[config.mk]
export PLATFORM = sky130hd
export DESIGN_NAME = dmactl_top
export DESIGN_NICKNAME = d
export VERILOG_FILES = /design/src/hdl/dmactl_pkg.sv /design/src/hdl/dmactl_fifo.sv /design/src/hdl/dmactl_top.sv
export SDC_FILE = /design/constraint.sdc
export NUM_CORES = 1
export LEC_CHECK = 0
export ABC_AREA = 1
export BUFFER_PORTS_ARGS = -buffer_cell sky130_fd_sc_hd__clkbuf_2
export CAP_MARGIN = 10
export CORE_MARGIN = 3
export CORE_UTILIZATION = 50
export CTS_CLUSTER_DIAMETER = 30
export DETAILED_ROUTE_END_ITERATION = 12
export PLACE_DENSITY_LB_ADDON = 0.15
export SYNTH_ARGS = -nofsm -noshare
export SYNTH_HDL_FRONTEND = slang
export SYNTH_SLANG_ARGS = --single-unit
[constraint.sdc]
create_clock -name clk -period 6.71 [get_ports clk]
set_input_delay 1.0065 -clock clk [delete_from_list [all_inputs] [get_ports clk]]
set_output_delay 1.0065 -clock clk [all_outputs]
set_load 0.02 [all_outputs]
[src/hdl/dmactl_pkg.sv]
// dmactl_pkg: offsets, field positions and reset values of the DMA control block
// assumes an 8-bit internal I/O space with 8-bit data
package dmactl_pkg;
  // I/O offsets of the block's registers
  localparam logic [7:0] OFF_SRC0_LOW   = 8'h20;
  localparam logic [7:0] OFF_SRC0_HIGH  = 8'h21;
  localparam logic [7:0] OFF_SRC0_BANK  = 8'h22;
  localparam logic [7:0] OFF_BCNT0_LOW  = 8'h26;
  localparam logic [7:0] OFF_BCNT0_HIGH = 8'h27;
  localparam logic [7:0] OFF_BCNT1_LOW  = 8'h2E;
  localparam logic [7:0] OFF_BCNT1_HIGH = 8'h2F;
  localparam logic [7:0] OFF_STATUS     = 8'h30;
  // status register field positions
  localparam int BIT_CH1_EN    = 7;
  localparam int BIT_CH0_EN    = 6;
  localparam int BIT_CH1_GUARD = 5;
  localparam int BIT_CH0_GUARD = 4;
  localparam int BIT_CH1_IE    = 3;
  localparam int BIT_CH0_IE    = 2;
  localparam int BIT_MAIN_EN   = 0;
  // values after reset
  localparam logic       RST_ENABLE   = 1'b0;
  localparam logic [7:0] RST_RDATA    = 8'h00;
  localparam logic [1:0] RST_SYNC     = 2'b11;
  // request routing codes in the bank byte, bits 1..0
  localparam logic [1:0] SEL_EXT_REQ  = 2'h0;
  localparam logic [1:0] SEL_SER_A    = 2'h1;
  localparam logic [1:0] SEL_SER_B    = 2'h2;
  // byte counter value that ends a transfer on its last decrement
  localparam logic [15:0] CNT_LAST    = 16'h0001;
  localparam int          FIFO_DEPTH  = 32;
  localparam int          DATA_W      = 8;
endpackage

[src/hdl/dmactl_fifo.sv]
// dmactl_fifo: synchronous FIFO with valid/ready on both sides
// assumes one clock; in_ready and out_valid are decoded from the registered count cnt_q
`timescale 1ns/1ps
module dmactl_fifo #(
  parameter int WIDTH = 8,
  parameter int DEPTH = 32
) (
  input  wire logic             clk,
  input  wire logic             reset,
  input  wire logic             in_valid,
  input  wire logic [WIDTH-1:0] in_data,
  output logic                  in_ready,
  output logic                  out_valid,
  output logic      [WIDTH-1:0] out_data,
  input  wire logic             out_ready
);
  localparam int AW = $clog2(DEPTH);
  logic [WIDTH-1:0] mem [DEPTH];
  logic [AW-1:0]    wr_q, wr_d, rd_q, rd_d;
  logic [AW:0]      cnt_q, cnt_d;
  logic             push, pop;

  // pointer and fill bookkeeping
  always_comb begin
    push  = in_valid && in_ready;
    pop   = out_valid && out_ready;
    wr_d  = push ? wr_q + 1'b1 : wr_q;
    rd_d  = pop ? rd_q + 1'b1 : rd_q;
    cnt_d = cnt_q + (AW+1)'(push) - (AW+1)'(pop);
  end

  always_ff @(posedge clk or posedge reset) begin
    if (reset) begin
      wr_q  <= '0;
      rd_q  <= '0;
      cnt_q <= '0;
    end else begin
      wr_q  <= wr_d;
      rd_q  <= rd_d;
      cnt_q <= cnt_d;
    end
  end

  // storage has no reset, it holds only data
  always_ff @(posedge clk) begin
    if (push) begin
      mem[wr_q] <= in_data;
    end
  end

  assign in_ready  = (cnt_q != (AW+1)'(DEPTH));
  assign out_valid = (cnt_q != '0);
  assign out_data  = mem[rd_q];
endmodule

[src/hdl/dmactl_top.sv]
// dmactl_top: two-channel DMA enables, byte counters and channel 0 request routing
// assumes a one-cycle io_wr / io_rd strobe from the CPU core on clk; nmi_n, ext request
// pins are asynchronous; byte strobes, serial flags and stream come from clk logic
// Function
// - channel 0 source is 20 bits, three bytes
// - bank bits 1..0 pick request source in I/O
// - 16-bit byte counters decrement per byte moved
// - byte counters are not reset
// - channel 1 runs with its enable and main
// - channel 1 enable clears at count zero
// - channel 1 interrupt while disabled and enabled
// - channel 1 enable written only with guard 0
// - setting channel enable also sets main enable
// - channel 0 runs gated, cleared at zero
// - channel 0 guard bit 4; guards read 1
// - channel 0 interrupt only when bit 2 set
// - NMI clears main enable
// - main enable ignores direct writes
// - reset clears enables and interrupt enables
// - routed serial receiver suppresses its interrupt
`timescale 1ns/1ps
module dmactl_top
  import dmactl_pkg::*;
#(
  parameter int WIDTH = dmactl_pkg::DATA_W,
  parameter int DEPTH = dmactl_pkg::FIFO_DEPTH
) (
  input  wire logic             clk,
  input  wire logic             reset,
  input  wire logic [7:0]       io_addr,
  input  wire logic             io_wr,
  input  wire logic             io_rd,
  input  wire logic [7:0]       io_wdata,
  output logic      [7:0]       io_rdata_q,
  input  wire logic             nmi_n,
  input  wire logic             ext_transfer_request_n,
  input  wire logic             ch0_src_is_io,
  input  wire logic             serial_chan_a_rx_full,
  input  wire logic             serial_chan_b_rx_full,
  input  wire logic             ch1_byte_done,
  input  wire logic             ch0_in_valid,
  input  wire logic [WIDTH-1:0] ch0_in_data,
  output logic                  ch0_in_ready,
  output logic                  ch0_out_valid,
  output logic      [WIDTH-1:0] ch0_out_data,
  input  wire logic             ch0_out_ready,
  output logic                  ch0_active_q,
  output logic                  ch1_active_q,
  output logic                  ch0_request_q,
  output logic                  ch0_term_irq_q,
  output logic                  ch1_term_irq_q,
  output logic                  serial_chan_a_rx_irq_block_q,
  output logic                  serial_chan_b_rx_irq_block_q
);
  import dmactl_pkg::*;

  typedef enum logic [2:0] {
    DMACTL_RD_IDLE   = 3'b001,
    DMACTL_RD_REG    = 3'b010,
    DMACTL_RD_UNMAP  = 3'b100
  } dmactl_rd_t;

  // source address and counters: data only, no reset value
  logic [7:0]  src_lo_q, src_lo_d, src_hi_q, src_hi_d, src_bk_q, src_bk_d;
  logic [15:0] cnt0_q, cnt0_d, cnt1_q, cnt1_d;
  // control state with reset
  logic        ch0_en_q, ch0_en_d, ch1_en_q, ch1_en_d;
  logic        ch0_ie_q, ch0_ie_d, ch1_ie_q, ch1_ie_d;
  logic        main_en_q, main_en_d;
  logic [2:0]  nmi_s_q, req_s_q;
  logic        nmi_st_q, nmi_st_d, req_st_q, req_st_d;
  logic        nmi_event;
  logic        wr_status, wr_ch0_en, wr_ch1_en;
  logic        ch0_push, ch0_last, ch1_last;
  logic        fifo_in_ready;
  logic        req_sel, req_d, term0_d, term1_d, blk_a_d, blk_b_d;
  logic [7:0]  rdata_d, status_rd;
  dmactl_rd_t  rd_kind;

  // pin synchronisers: three stages, change accepted once stages two and three agree
  always_ff @(posedge clk or posedge reset) begin
    if (reset) begin
      nmi_s_q  <= 3'h7;
      req_s_q  <= 3'h7;
      nmi_st_q <= 1'b1;
      req_st_q <= 1'b1;
    end else begin
      nmi_s_q  <= {nmi_s_q[1:0], nmi_n};
      req_s_q  <= {req_s_q[1:0], ext_transfer_request_n};
      nmi_st_q <= nmi_st_d;
      req_st_q <= req_st_d;
    end
  end

  always_comb begin
    nmi_st_d  = (nmi_s_q[2] == nmi_s_q[1]) ? nmi_s_q[2] : nmi_st_q;
    req_st_d  = (req_s_q[2] == req_s_q[1]) ? req_s_q[2] : req_st_q;
    nmi_event = nmi_st_q && !nmi_st_d; // falling edge of the filtered pin
  end

  // write decode; guard bit must be written 0 for an enable to change
  always_comb begin
    wr_status = io_wr && (io_addr == OFF_STATUS);
    wr_ch1_en = wr_status && !io_wdata[BIT_CH1_GUARD];
    wr_ch0_en = wr_status && !io_wdata[BIT_CH0_GUARD];
  end

  // a channel moves bytes only while both its enable and the main enable are set
  always_comb begin
    ch0_in_ready = fifo_in_ready && ch0_en_q && main_en_q;
    ch0_push     = ch0_in_valid && ch0_in_ready;
    ch0_last     = ch0_push && (cnt0_q == CNT_LAST);
    ch1_last     = ch1_byte_done && ch1_active_q && (cnt1_q == CNT_LAST);
  end

  // source address and byte counters; software write wins over a decrement
  always_comb begin
    src_lo_d = src_lo_q;
    src_hi_d = src_hi_q;
    src_bk_d = src_bk_q;
    cnt0_d   = cnt0_q;
    cnt1_d   = cnt1_q;
    if (ch0_push) begin
      cnt0_d = cnt0_q - 16'h0001;
    end
    // counter 1 moves only on bytes the outside engine reports while active
    if (ch1_byte_done && ch1_active_q) begin
      cnt1_d = cnt1_q - 16'h0001;
    end
    if (io_wr) begin
      case (io_addr)
        OFF_SRC0_LOW:   src_lo_d = io_wdata;
        OFF_SRC0_HIGH:  src_hi_d = io_wdata;
        OFF_SRC0_BANK:  src_bk_d = io_wdata;
        OFF_BCNT0_LOW:  cnt0_d[7:0]  = io_wdata;
        OFF_BCNT0_HIGH: cnt0_d[15:8] = io_wdata;
        OFF_BCNT1_LOW:  cnt1_d[7:0]  = io_wdata;
        OFF_BCNT1_HIGH: cnt1_d[15:8] = io_wdata;
        default: ;
      endcase
    end
  end

  // no reset here: counter contents stay undefined until software loads them
  always_ff @(posedge clk) begin
    src_lo_q <= src_lo_d;
    src_hi_q <= src_hi_d;
    src_bk_q <= src_bk_d;
    cnt0_q   <= cnt0_d;
    cnt1_q   <= cnt1_d;
  end

  // enables: a software write with its guard bit 0 beats termination in the same cycle,
  // nmi beats a restart so the service routine is never entered with DMA live
  always_comb begin
    ch0_en_d  = ch0_last ? 1'b0 : ch0_en_q;
    ch1_en_d  = ch1_last ? 1'b0 : ch1_en_q;
    ch0_ie_d  = ch0_ie_q;
    ch1_ie_d  = ch1_ie_q;
    main_en_d = main_en_q;
    if (wr_ch0_en) begin
      ch0_en_d = io_wdata[BIT_CH0_EN];
    end
    if (wr_ch1_en) begin
      ch1_en_d = io_wdata[BIT_CH1_EN];
    end
    // interrupt enables follow every status write, guarded or not
    if (wr_status) begin
      ch0_ie_d = io_wdata[BIT_CH0_IE];
      ch1_ie_d = io_wdata[BIT_CH1_IE];
    end
    if ((wr_ch0_en && io_wdata[BIT_CH0_EN]) || (wr_ch1_en && io_wdata[BIT_CH1_EN])) begin
      main_en_d = 1'b1;
    end
    if (nmi_event) begin
      main_en_d = 1'b0;
    end
  end

  always_ff @(posedge clk or posedge reset) begin
    if (reset) begin
      ch0_en_q  <= RST_ENABLE;
      ch1_en_q  <= RST_ENABLE;
      ch0_ie_q  <= RST_ENABLE;
      ch1_ie_q  <= RST_ENABLE;
      main_en_q <= RST_ENABLE;
    end else begin
      ch0_en_q  <= ch0_en_d;
      ch1_en_q  <= ch1_en_d;
      ch0_ie_q  <= ch0_ie_d;
      ch1_ie_q  <= ch1_ie_d;
      main_en_q <= main_en_d;
    end
  end

  // request routing, interrupt levels and serial interrupt blocking
  // routing reads the registered bank byte; block flags follow its next value
  always_comb begin
    case (src_bk_q[1:0])
      SEL_EXT_REQ: req_sel = !req_st_q;
      SEL_SER_A:   req_sel = serial_chan_a_rx_full;
      SEL_SER_B:   req_sel = serial_chan_b_rx_full;
      default:     req_sel = 1'b0; // reserved code requests nothing
    endcase
    req_d   = ch0_src_is_io && ch0_en_d && main_en_d && req_sel;
    term0_d = !ch0_en_d && ch0_ie_d;
    term1_d = !ch1_en_d && ch1_ie_d;
    blk_a_d = ch0_src_is_io && (src_bk_d[1:0] == SEL_SER_A);
    blk_b_d = ch0_src_is_io && (src_bk_d[1:0] == SEL_SER_B);
  end

  // read path: unmapped offsets answer zero
  // rd_kind tells mapped from unmapped reads for the read checks
  always_comb begin
    status_rd = {ch1_en_q, ch0_en_q, 1'b1, 1'b1, ch1_ie_q, ch0_ie_q, 1'b0, main_en_q};
    rd_kind   = DMACTL_RD_IDLE;
    rdata_d   = io_rdata_q;
    if (io_rd) begin
      rd_kind = DMACTL_RD_REG;
      case (io_addr)
        OFF_SRC0_LOW:   rdata_d = src_lo_q;
        OFF_SRC0_HIGH:  rdata_d = src_hi_q;
        OFF_SRC0_BANK:  rdata_d = src_bk_q;
        OFF_BCNT0_LOW:  rdata_d = cnt0_q[7:0];
        OFF_BCNT0_HIGH: rdata_d = cnt0_q[15:8];
        OFF_BCNT1_LOW:  rdata_d = cnt1_q[7:0];
        OFF_BCNT1_HIGH: rdata_d = cnt1_q[15:8];
        OFF_STATUS:     rdata_d = status_rd;
        default: begin
          rd_kind = DMACTL_RD_UNMAP;
          rdata_d = RST_RDATA;
        end
      endcase
    end
  end

  // outputs registered from next values so they switch with the enables
  always_ff @(posedge clk or posedge reset) begin
    if (reset) begin
      io_rdata_q                   <= RST_RDATA;
      ch0_active_q                 <= 1'b0;
      ch1_active_q                 <= 1'b0;
      ch0_request_q                <= 1'b0;
      ch0_term_irq_q               <= 1'b0;
      ch1_term_irq_q               <= 1'b0;
      serial_chan_a_rx_irq_block_q <= 1'b0;
      serial_chan_b_rx_irq_block_q <= 1'b0;
    end else begin
      io_rdata_q                   <= rdata_d;
      ch0_active_q                 <= ch0_en_d && main_en_d;
      ch1_active_q                 <= ch1_en_d && main_en_d;
      ch0_request_q                <= req_d;
      ch0_term_irq_q               <= term0_d;
      ch1_term_irq_q               <= term1_d;
      serial_chan_a_rx_irq_block_q <= blk_a_d;
      serial_chan_b_rx_irq_block_q <= blk_b_d;
    end
  end

  // channel 0 data passes through the buffer; its ready stalls the counter
  // write side is gated so a stopped channel cannot fill the buffer
  dmactl_fifo #(
    .WIDTH (WIDTH),
    .DEPTH (DEPTH)
  ) u_fifo (
    .clk       (clk),
    .reset     (reset),
    .in_valid  (ch0_in_valid && ch0_en_q && main_en_q),
    .in_data   (ch0_in_data),
    .in_ready  (fifo_in_ready),
    .out_valid (ch0_out_valid),
    .out_data  (ch0_out_data),
    .out_ready (ch0_out_ready)
  );
endmodule

=== Word-level counts from Yosys, hierarchy flattened ===
Memories as Yosys holds them, arrays and structs flattened.
Cells that the tools add are included.

* Register bits after elaboration: 100
* Bits in writable memories: 256
* Bits of input ports: 36
* Memories kept: 1

* $add $sub $neg: 6
* Equal/unequal tests: 17
* Multiplexer cells: 23
* Reduce and logical (&&, ||, !) cells: 37

{| class="wikitable"
|+ Memory list
! name !! words !! bits a word !! rd ports !! clocked after memory_dff !! write ports !! line !! RTL
|-
| u_fifo.mem || 32 || 8 || 1 || 0 || 1 || dmactl_fifo.sv:18 || <nowiki>logic [WIDTH-1:0] mem [DEPTH];</nowiki>
|}

{| class="wikitable"
|+ Operators by type and width
! cell !! count
|-
| $eq 8x6->1 const B || 8
|-
| $mux 16 || 4
|-
| $pmux 8 s8 || 1
|-
| $eq 16x1->1 const B || 2
|-
| $mux 8 || 4
|-
| $sub 16x1->16 const B || 2
|-
| $logic_and 1x1->1 || 25
|-
| $mux 1 || 11
|-
| $add 5x1->5 const B || 2
|-
| $add 6x1->6 || 1
|-
| $logic_not 1->1 || 6
|-
| $ne 6x6->1 const B || 1
|-
| $reduce_and 2->1 || 3
|-
| $reduce_bool 6->1 || 1
|-
| $sub 6x1->6 || 1
|-
| $eq 2x1->1 const B || 2
|-
| $eq 2x2->1 const B || 2
|-
| $mux 2 || 2
|-
| $pmux 1 s3 || 1
|-
| $eq 1x1->1 || 2
|-
| $logic_not 2->1 || 1
|-
| $logic_or 1x1->1 || 1
|}

=== Logic depth before layout (Yosys ltp) ===
Gate-level depths: netlist of run 1.

* Depth after elaboration: 10
* Gate-level depth with buffers: 14

=== Hierarchy ===
Synthesis of run 1 repeated with hierarchy kept, for this count alone.

* Cells, all modules: 1720
* Area total of the unflattened synthesis: 16229.3 um^2

{| class="wikitable"
|+ By module, submodules not included
! module !! times used !! cells an instance !! area an instance (um^2)
|-
| dmactl_fifo || 1 || 1125 || 11833.8
|-
| dmactl_top || 1 || 595 || 4395.5
|}

=== Worst setup path before layout of run 1 ===
Ideal clock, no wire load.

* Path kind: input-to-reg
* Start: in io_wr
* End: reg src_lo_q[0], enable pin
* Library setup time: 0.395 ns
* Arrival time: 2.293 ns
* Data required time: 6.315 ns
* Path slack: 4.023 ns
* Stages: 3
* Path buffers: 1
* Path through: buf_2 inv_1 nor4_1

* Cells in the longest elaborated chain, start to end: 1

{| class="wikitable"
|+ Ends and longest elaborated chain
! item !! line !! RTL
|-
| start, declared || dmactl_top.sv:31 || <nowiki>input wire logic io_wr,</nowiki>
|-
| $reduce_and 2->1 (no source line) || - ||
|-
| end signal, assigned || dmactl_top.sv:146 || <nowiki>src_lo_q <= src_lo_d;</nowiki>
|-
| end, declared || dmactl_top.sv:64 || <nowiki>logic [7:0] src_lo_q, src_lo_d, src_hi_q, src_hi_d, src_bk_q, src_bk_d;</nowiki>
|}

Every way passes these cells.
A chain may end at the register's enable or synchronous reset.

=== Worst setup path in the final report of run 1 ===
* Start: reg u_fifo.rd_q[0]
* End: out ch0_out_data[1]

* Cells in the longest elaborated chain, start to end: 1

{| class="wikitable"
|+ Ends and longest elaborated chain
! item !! line !! RTL
|-
| start, declared || dmactl_fifo.sv:19 || <nowiki>logic [AW-1:0] wr_q, wr_d, rd_q, rd_d;</nowiki>
|-
| start signal, assigned || dmactl_fifo.sv:39 || <nowiki>rd_q <= rd_d;</nowiki>
|-
| $mem_v2 32x8 || - ||
|-
| end, declared || dmactl_top.sv:45 || <nowiki>output logic [WIDTH-1:0] ch0_out_data,</nowiki>
|}

Every way passes these cells.

==> reports/summary.txt, run 1 <==
CTS Hold Bufs -> 0
post-synth cell types -> 46
final slew viol count -> 0
antenna violations before repair -> 0
crit-path max FO -> 70
hold_ws -> 0.3536 ns
remaining antenna violation count -> 0
Worst Setup End Kind -> output port
Slew headroom -> 24.00%
WHS Endpoint -> nmi_s_q[1]$_DFF_PP1_
vias per cell -> 5.510
peak supply drop -> 0.2270 mV
Syn. warnings -> 0
synthesized area -> 15720 um^2
share of the yosys chip area belonging to registers -> 64.49%
Fill cells -> 2445
number of max-cap violations -> 0
# clock sinks -> 356
count leader, synth -> nor2_1
status -> finished clean
Syn Area/Cell -> 10.34 um^2
Post-DP HPWL -> 24.29 mm
Clk pin slew, worst setup/hold paths -> 0.05 ns
CP required -> 5.70 ns
Synth area leaders -> edfxtp_1 53%, nor2_1 7.2%, nand2_1 6.0%, dfrtp_1 5.7%, dfxtp_1 4.3%
Top FF cell, synth -> edfxtp_1
Clock Latency Late Sink -> 0.58 ns
Pleak -> 7.429 nW
crit path DAT -> 3.60 ns
#FFs+latches synth -> 356
Post-synth ARST share -> 12.36%
synth cell count leaders -> 300 x nor2_1, 278 x edfxtp_1, 251 x nand2_1
Post-Synthesis Cells -> 1521
largest area contributor in the netlist -> edfxtp_1
Worst Tran Pin Value -> 1.136 ns
Worst setup SP type -> flop
Resized Gates After CTS -> 0
EDFF count, synth -> 278
GP Congestion -> 0.9105
GRT Total Usage -> 23.96%
part of the cycle the worst path needs -> 68.63%
Worst Hold Depth -> 0
final WL -> 39.87 mm
via count -> 11360
first-pass GRT wire length -> 62.08 mm
Site Rows -> 64
Bufs on Longest Clock Path -> 3
DIE WIDTH -> 183.3 um
Pre-antenna DRT Iters -> 5
path type of the worst min-delay path -> reg -> reg
Routed wire per std cell -> 19.33 um
CTS Buf Count -> 75
crit path kind -> reg -> out
largest net degree at the start of global routing -> 100
Reg2Reg Launch Point -> u_fifo.cnt_q[2]$_DFF_PP0_
DRC viols -> 0
# IOs -> 61
vias in the first global route -> 11070
Syn Nets -> 1576
CTS tree -> built
Buffers on Ports -> 60
minimum clock period -> 4.605 ns
unrepaired setup endpoints after global routing -> no
Initial Util -> 51.00%
reg2reg path depth -> 7
DRT iter0 DRCs -> 963
hold_sp -> nmi_s_q[0]$_DFF_PP1_
total number of H-tree levels -> 3
Yosys top cell area share -> 53.09%
Syn-to-layout area delta -> 19.41%
die area -> 33610 um^2
final net count -> 1659
Setup Fix Bufs, Post-CTS -> 0
Final Hold Violating Endpoints -> 0
clk_skew -> 0.02657 ns
FF-to-FF setup slack -> 3.27 ns
R2R Path End -> u_fifo.mem[18][3]$_DFFE_PP_
root buf cell -> clkbuf_16
setup violators final -> 0
layout cells sized above 1 -> 15.13%
total grt overflow -> 0
core footprint -> 30830 um^2
Peak Freq -> 0.2172 GHz
Die H -> 183.3 um
Cell Pwr Density -> 425.3 nW/um^2
TNS Setup -> 0 ns
antenna fix cells -> 0
flip-flops by register name (all words and copies together) (netlist names), 3 cells and up:
register	cells
u_fifo.mem	256
cnt0_q	16
cnt1_q	16
io_rdata_q	8
src_bk_q	8
src_hi_q	8
src_lo_q	8
u_fifo.cnt_q	6
u_fifo.rd_q	5
u_fifo.wr_q	5
nmi_s_q	3
req_s_q	3
area by class of cell:
type                       instances  area, um^2  area share, %
clock inverter                    54       569.3          3.032
sequential                       356       10140          54.03
multi-input combinational        993        4815          25.64
inverter                         111       420.4          2.239
tap                              396       495.5          2.639
timing repair buffer              67       352.8          1.879
clock buffer                      85        1978          10.54
power breakdown:
part           total (mW)  internal (mW)  switching, mW
clock network        3.68           2.45           1.23
logic                1.72          0.518           1.20
registers            2.59           2.45          0.142
metal layers:
layer	wire length [um]	vias up	GRT usage, %
met1	17340	5436	33.23
met4	1127	0	9.171
met5	0	-	0
met3	2966	91	5.157
li1	-	5378	-
met2	18440	457	37.45
critical path, stage by stage (launching register included):
cell	delay, ns
dfrtp_4	0.67
clkinv_2	0.64
buf_4	0.58
o21ai_0	0.40
o211ai_1	0.15
nand3_1	0.16
nand2_1	0.06
nand2_1	0.09
inv_1	0.05
clkbuf_2	0.14
through the flow:
step                instance area, um^2  instances  util [%]  power, mW  setup slack, ns
detailed placement                16220       1923     52.62      4.328            2.710
global placement                  16220       1922     52.60      4.314            2.704
floorplan                         15720       1521         -      3.835            4.023
global route                      18780       2062     60.90      8.365            1.820
CTS                               18770       2062     60.88      8.026            2.078
finish                            18780       2062     60.90      7.985            2.105
how the worst max path moves through the flow:
stage | startpoint | end | slack, ns | cells after the start
floorplan | io_wr | src_lo_q[0]$_DFFE_PP_ | 4.02 | 3
global placement | u_fifo.rd_q[0]$_DFFE_PP0P_ | ch0_out_data[1] | 2.70 | 9
detailed placement | u_fifo.rd_q[0]$_DFFE_PP0P_ | ch0_out_data[1] | 2.71 | 9
CTS | u_fifo.rd_q[0]$_DFFE_PP0P_ | ch0_out_data[1] | 2.08 | 9
global route | u_fifo.rd_q[0]$_DFFE_PP0P_ | ch0_out_data[7] | 1.82 | 11
finish | u_fifo.rd_q[0]$_DFFE_PP0P_ | ch0_out_data[1] | 2.11 | 9
kinds of logic (layout without fill, tap and decap cells):
| family | Yosys count | after routing | synth area share [%] |
|---|---|---|---|
| adder cells (fa/ha/maj) | 20 | 20 | 1.623 |
| multiplexers | 1 | 1 | 0.06366 |
| flip-flops | 356 | 356 | 64.49 |
| AO/OA/AOI/OAI | 243 | 243 | 8.514 |
| AND/OR/NAND/NOR | 704 | 704 | 18.99 |
| XOR/XNOR | 25 | 25 | 1.393 |
| buffers and inverters | 172 | 317 | 4.926 |
layout by cell type, fill, tap and decap left out, drive strengths merged:
cell / synthesis / routed
a21o: 1 / 1
a21oi: 36 / 36
a31oi: 2 / 2
buf: 42 / 7
bufinv: 0 / 8
clkbuf: 19 / 145
clkinv: 3 / 30
clkinvlp: 0 / 9
dfrtp: 36 / 36
dfstp: 8 / 8
dfxtp: 34 / 34
edfxtp: 278 / 278
fa: 1 / 1
ha: 18 / 18
inv: 108 / 118
maj3: 1 / 1
mux2i: 1 / 1
nand2: 258 / 258
nand3: 119 / 119
nand4: 6 / 6
nor2: 311 / 311
nor3: 7 / 7
nor4: 2 / 2
o2111ai: 1 / 1
o211ai: 35 / 35
o21ai: 166 / 166
o22ai: 2 / 2
or2: 1 / 1
xnor2: 3 / 3
xor2: 22 / 22
(Power assumes the default switching activity.)
==> run 2, diff against run 1 <==
==> constraint.sdc (replaced) <==
create_clock -name clk -period 3.8 [get_ports clk]
set_input_delay 0.57 -clock clk [delete_from_list [all_inputs] [get_ports clk]]
set_output_delay 0.57 -clock clk [all_outputs]
set_load 0.02 [all_outputs]
==> reports/summary.txt, run 2 (same netlist as run 1, synthesis figures left out) <==
Post-DP HPWL -> 25.18 mm
Pleak -> 7.547 nW
number of max-cap violations -> 0
crit-path max FO -> 65
Power Total -> 14.47 mW
GP Congestion -> 0.8948
crit path kind -> reg -> out
via count -> 11400
switch share -> 31.61%
R2R Path End -> u_fifo.mem[4][5]$_DFFE_PP_
# clock sinks -> 356
Largest regs -> u_fifo.mem: 256 flops, cnt0_q: 16 flops, cnt1_q: 16 flops
final worst setup slack -> 0.4090 ns
hold_sp -> ext_transfer_request_n
crit path DAT -> 2.82 ns
Final Hold Violating Endpoints -> 0
Routed wire per std cell -> 19.39 um
peak supply drop -> 0.5238 mV
Worst Tran Pin Value -> 0.9589 ns
CP required -> 3.23 ns
status -> finished clean
CTS Hold Bufs -> 0
# IOs -> 61
Worst Hold Depth -> 1
remaining antenna violation count -> 0
Syn-to-layout area delta -> 20.93%
Int Pwr -> 9.893 mW
GRT Total Usage -> 24.29%
Setup Fix Bufs, Post-CTS -> 0
WHS Endpoint -> req_s_q[0]$_DFF_PP1_
Cell Pwr Density -> 760.7 nW/um^2
DIE WIDTH -> 183.3 um
DRC viols -> 0
Peak Freq -> 0.2949 GHz
setup violators final -> 0
TNS Setup -> 0 ns
Bufs on Longest Clock Path -> 3
Comb pwr share -> 21.7%
commonest non-fill, non-tap cell in the layout -> nor2_1
Core Util, Final -> 61.68%
Slew headroom -> 35.98%
vias in the first global route -> 11460
die area -> 33610 um^2
Clk pwr share -> 47.1%
Site Rows -> 64
path type of the worst min-delay path -> in -> reg
antenna fix cells -> 0
FF-to-FF setup slack -> 0.90 ns
max reg flops -> 256
total grt overflow -> 0
final net count -> 1670
clk_skew -> 0.01966 ns
total number of H-tree levels -> 3
Clock Latency Late Sink -> 0.57 ns
Pre-antenna DRT Iters -> 6
CTS Buf Count -> 80
first-pass GRT wire length -> 62.71 mm
unrepaired setup endpoints after global routing -> no
Clk pin slew, worst setup/hold paths -> 0.05 ns
Worst Setup End Kind -> output port
CTS tree -> built
Worst setup SP type -> flop
Initial Util -> 51.00%
root buf cell -> clkbuf_16
hold_ws -> 0.09956 ns
Buffers on Ports -> 60
most frequent cells in the layout -> 300 x nor2_1, 278 x edfxtp_1, 251 x nand2_1
minimum clock period -> 3.391 ns
layout cells sized above 1 -> 15.78%
antenna violations before repair -> 0
final WL -> 40.24 mm
Die H -> 183.3 um
Net Switching -> 4.572 mW
DRT iter0 DRCs -> 989
Placement Setup Slack -> 0.8083 ns
sequential power share -> 31.1%
largest net degree at the start of global routing -> 73
core footprint -> 30830 um^2
vias per cell -> 5.493
part of the cycle the worst path needs -> 89.24%
most flop-heavy register -> u_fifo.mem
final slew viol count -> 0
Reg2Reg Launch Point -> u_fifo.cnt_q[2]$_DFF_PP0_
Resized Gates After CTS -> 0
reg2reg path depth -> 7
[run 2: critical path: stages (launching register included)]
cell,delay [ns]
dfrtp_4,0.65
clkinv_2,0.31
buf_12,0.29
o21ai_0,0.21
o211ai_1,0.15
nand3_1,0.24
nand2_1,0.11
nand2_1,0.09
inv_1,0.04
clkbuf_2,0.14
[run 2: per-layer routing]
metal	up-vias	GRT usage, %	part of all wire [%]
met5	-	0	0
met2	397	40.93	49
li1	5406	-	-
met1	5507	31.66	43
met3	89	4.701	5.7
met4	0	8.745	2.7
[run 2: metrics by stage]
stage | area [um^2] | instances
floorplan | 15720 | 1521
global placement | 16290 | 1929
detailed placement | 16290 | 1929
CTS | 19010 | 2075
global route | 19010 | 2075
finish | 19010 | 2075
[run 2: worst max path at each step]
stage	startpoint	endpoint	slack, ns	cells past startpoint
after floorplan	u_fifo.cnt_q[2]$_DFF_PP0_	u_fifo.cnt_q[4]$_DFF_PP0_	1.39	12
after detailed placement	ch0_in_valid	u_fifo.mem[16][3]$_DFFE_PP_	0.81	7
after global placement	ch0_in_valid	u_fifo.mem[14][3]$_DFFE_PP_	0.87	7
after global routing	u_fifo.rd_q[0]$_DFFE_PP0P_	ch0_out_data[2]	0.16	10
final	u_fifo.rd_q[0]$_DFFE_PP0P_	ch0_out_data[2]	0.41	9
after CTS	u_fifo.rd_q[0]$_DFFE_PP0P_	ch0_out_data[2]	0.40	10
[run 2: power groups by stage]
stage / Sequential (mW) / Combinational (mW) / Clock (mW)
floorplan: 4.45 / 2.32 / 0
global placement: 4.57 / 3.09 / 0
detailed placement: 4.57 / 3.12 / 0
CTS: 4.50 / 3.15 / 6.88
global route: 4.53 / 3.54 / 7.10
finish: 4.50 / 3.14 / 6.82
[run 2: layout make-up]
class / count / area, um^2
tap: 396 / 495.5
clock buffer: 89 / 2088
sequential: 356 / 10140
fill: 2455 / 11820
clock inverter: 57 / 633.1
timing repair buffer: 73 / 422.9
inverter: 111 / 420.4
multi-input combinational: 993 / 4810
==> run 3, diff against run 2 <==
--- a/config.mk
+++ b/config.mk
@@ -12,7 +12,7 @@
 export CORE_UTILIZATION = 50
 export CTS_CLUSTER_DIAMETER = 30
 export DETAILED_ROUTE_END_ITERATION = 12
-export PLACE_DENSITY_LB_ADDON = 0.15
+export PLACE_DENSITY = 0.69
 export SYNTH_ARGS = -nofsm -noshare
 export SYNTH_HDL_FRONTEND = slang
 export SYNTH_SLANG_ARGS = --single-unit
==> reports/summary.txt, run 3 (same netlist as run 1, synthesis figures left out) <==
status -> finished clean
crit-path max FO -> 121
FF-to-FF setup slack -> 1.00 ns
# clock sinks -> 356
Post-DP HPWL -> 24.76 mm
final slew viol count -> 0
CP required -> 3.23 ns
via count -> 11440
Site Rows -> 64
Worst Setup End Kind -> output port
Worst setup SP type -> flop
vias per cell -> 5.572
Worst path top cell family by delay -> flip-flops
CTS Buf Count -> 71
sequential power share -> 33.2%
commonest non-fill, non-tap cell in the layout -> nor2_1
Syn-to-layout area delta -> 18.52%
Worst Tran Pin Value -> 1.092 ns
crit path DAT -> 2.89 ns
Clk pwr share -> 44.3%
crit path kind -> reg -> out
Clock Latency Late Sink -> 0.57 ns
most frequent cells in the layout -> 300 x nor2_1, 278 x edfxtp_1, 251 x nand2_1
vias in the first global route -> 11290
Resized Gates After CTS -> 0
Bufs on Longest Clock Path -> 3
switch share -> 32.37%
TNS Setup -> 0 ns
Worst path max stage delay -> 0.82 ns
Die H -> 183.3 um
Buffers on Ports -> 60
Largest regs -> u_fifo.mem: 256 flops, cnt0_q: 16 flops, cnt1_q: 16 flops
max reg flops -> 256
# IOs -> 61
part of the cycle the worst path needs -> 91.02%
Slew headroom -> 26.66%
total grt overflow -> 0
Clk pin slew, worst setup/hold paths -> 0.05 ns
DIE WIDTH -> 183.3 um
final net count -> 1657
Pre-antenna DRT Iters -> 8
Cell Pwr Density -> 739.3 nW/um^2
peak supply drop -> 0.4415 mV
die area -> 33610 um^2
most flop-heavy register -> u_fifo.mem
Slowest-stage cell, CP -> dfrtp_4
first-pass GRT wire length -> 62.42 mm
remaining antenna violation count -> 0
crit-path most repeated cell -> nand2_1
total number of H-tree levels -> 3
Routed wire per std cell -> 19.31 um
final WL -> 39.65 mm
unrepaired setup endpoints after global routing -> no
path type of the worst min-delay path -> in -> reg
clk_skew -> 0.02741 ns
GRT Total Usage -> 23.87%
antenna fix cells -> 0
Core Util, Final -> 60.45%
setup violators final -> 0
Final Hold Violating Endpoints -> 0
largest net degree at the start of global routing -> 122
DRT iter0 DRCs -> 1143
critical path cell sequence -> inv_2 -> buf_12 -> o21ai_0 -> o211ai_1 -> nand3_1 -> nand2_1 -> nand2_1 -> inv_1 -> clkbuf_2
Net Switching -> 4.460 mW
Int Pwr -> 9.318 mW
Comb pwr share -> 22.6%
Crit path buffers/inverters -> 4
DRC viols -> 0
core footprint -> 30830 um^2
Pleak -> 7.351 nW
CTS tree -> built
CTS Hold Bufs -> 0
Peak Freq -> 0.2891 GHz
GP Congestion -> 0.9435
root buf cell -> clkbuf_16
number of max-cap violations -> 0
antenna violations before repair -> 0
minimum clock period -> 3.459 ns
Setup Fix Bufs, Post-CTS -> 0
layout cells sized above 1 -> 14.54%
Initial Util -> 51.00%
run 3: metrics by stage:
stage | cell area, um^2 | total power, mW | cells | hold slack, ns | setup slack (ns)
floorplan | 15720 | 6.771 | 1521 | 0.3452 | 1.387
global placement | 16260 | 7.617 | 1925 | 0.3454 | 0.9774
detailed placement | 16260 | 7.659 | 1925 | 0.3475 | 0.9626
CTS | 18640 | 13.80 | 2053 | 0.07154 | 0.3620
global route | 18640 | 14.40 | 2053 | 0.07757 | 0.1690
finish | 18640 | 13.78 | 2053 | 0.09163 | 0.3413
run 3: worst reg2reg max path: cells and delay by family (launching register included):
kind	cells	cell delay [ns]
buf+inv	3	0.49
simple gates	4	1.36
fa+ha+maj	1	0.21
flops	1	0.35
run 3: power groups by stage:
stage	registers [mW]	clock network, mW	logic [mW]
2_1_floorplan	4.45	0	2.32
3_3_place_gp	4.63	0	2.99
3_5_place_dp	4.63	0	3.03
4_1_cts	4.56	6.16	3.08
5_1_grt	4.59	6.36	3.45
6_report	4.57	6.10	3.11
run 3: per-layer routing:
| layer | global-route usage, % | wire length, um | part of all wire (%) | up-vias |
|---|---|---|---|---|
| li1 | - | - | - | 5361 |
| met1 | 33.03 | 16850 | 42 | 5449 |
| met2 | 37.65 | 18410 | 46 | 533 |
| met5 | 0 | 0 | 0 | - |
| met3 | 4.958 | 3258 | 8.2 | 97 |
| met4 | 8.897 | 1129 | 2.8 | 0 |
run 3: worst paths after layout:
kind | from | to | cells after the start
min in group asynchronous | reset | u_fifo.cnt_q[1]$_DFF_PP0_ | 2
hold / removal | nmi_n | nmi_s_q[0]$_DFF_PP1_ | 1
setup reg to reg | u_fifo.cnt_q[2]$_DFF_PP0_ | u_fifo.mem[4][4]$_DFFE_PP_ | 8
max in group asynchronous | reset | u_fifo.rd_q[0]$_DFFE_PP0P_ | 2
setup / recovery | u_fifo.rd_q[0]$_DFFE_PP0P_ | ch0_out_data[2] | 9
hold reg to reg | req_s_q[0]$_DFF_PP1_ | req_s_q[1]$_DFF_PP1_ | 0
run 3: final cells by class:
class | instances | area, um^2
tap | 396 | 495.5
clock inverter | 44 | 518.0
clock buffer | 84 | 1856
timing repair buffer | 69 | 392.9
multi-input combinational | 993 | 4810
inverter | 111 | 419.2
fill | 2448 | 12190
sequential | 356 | 10140
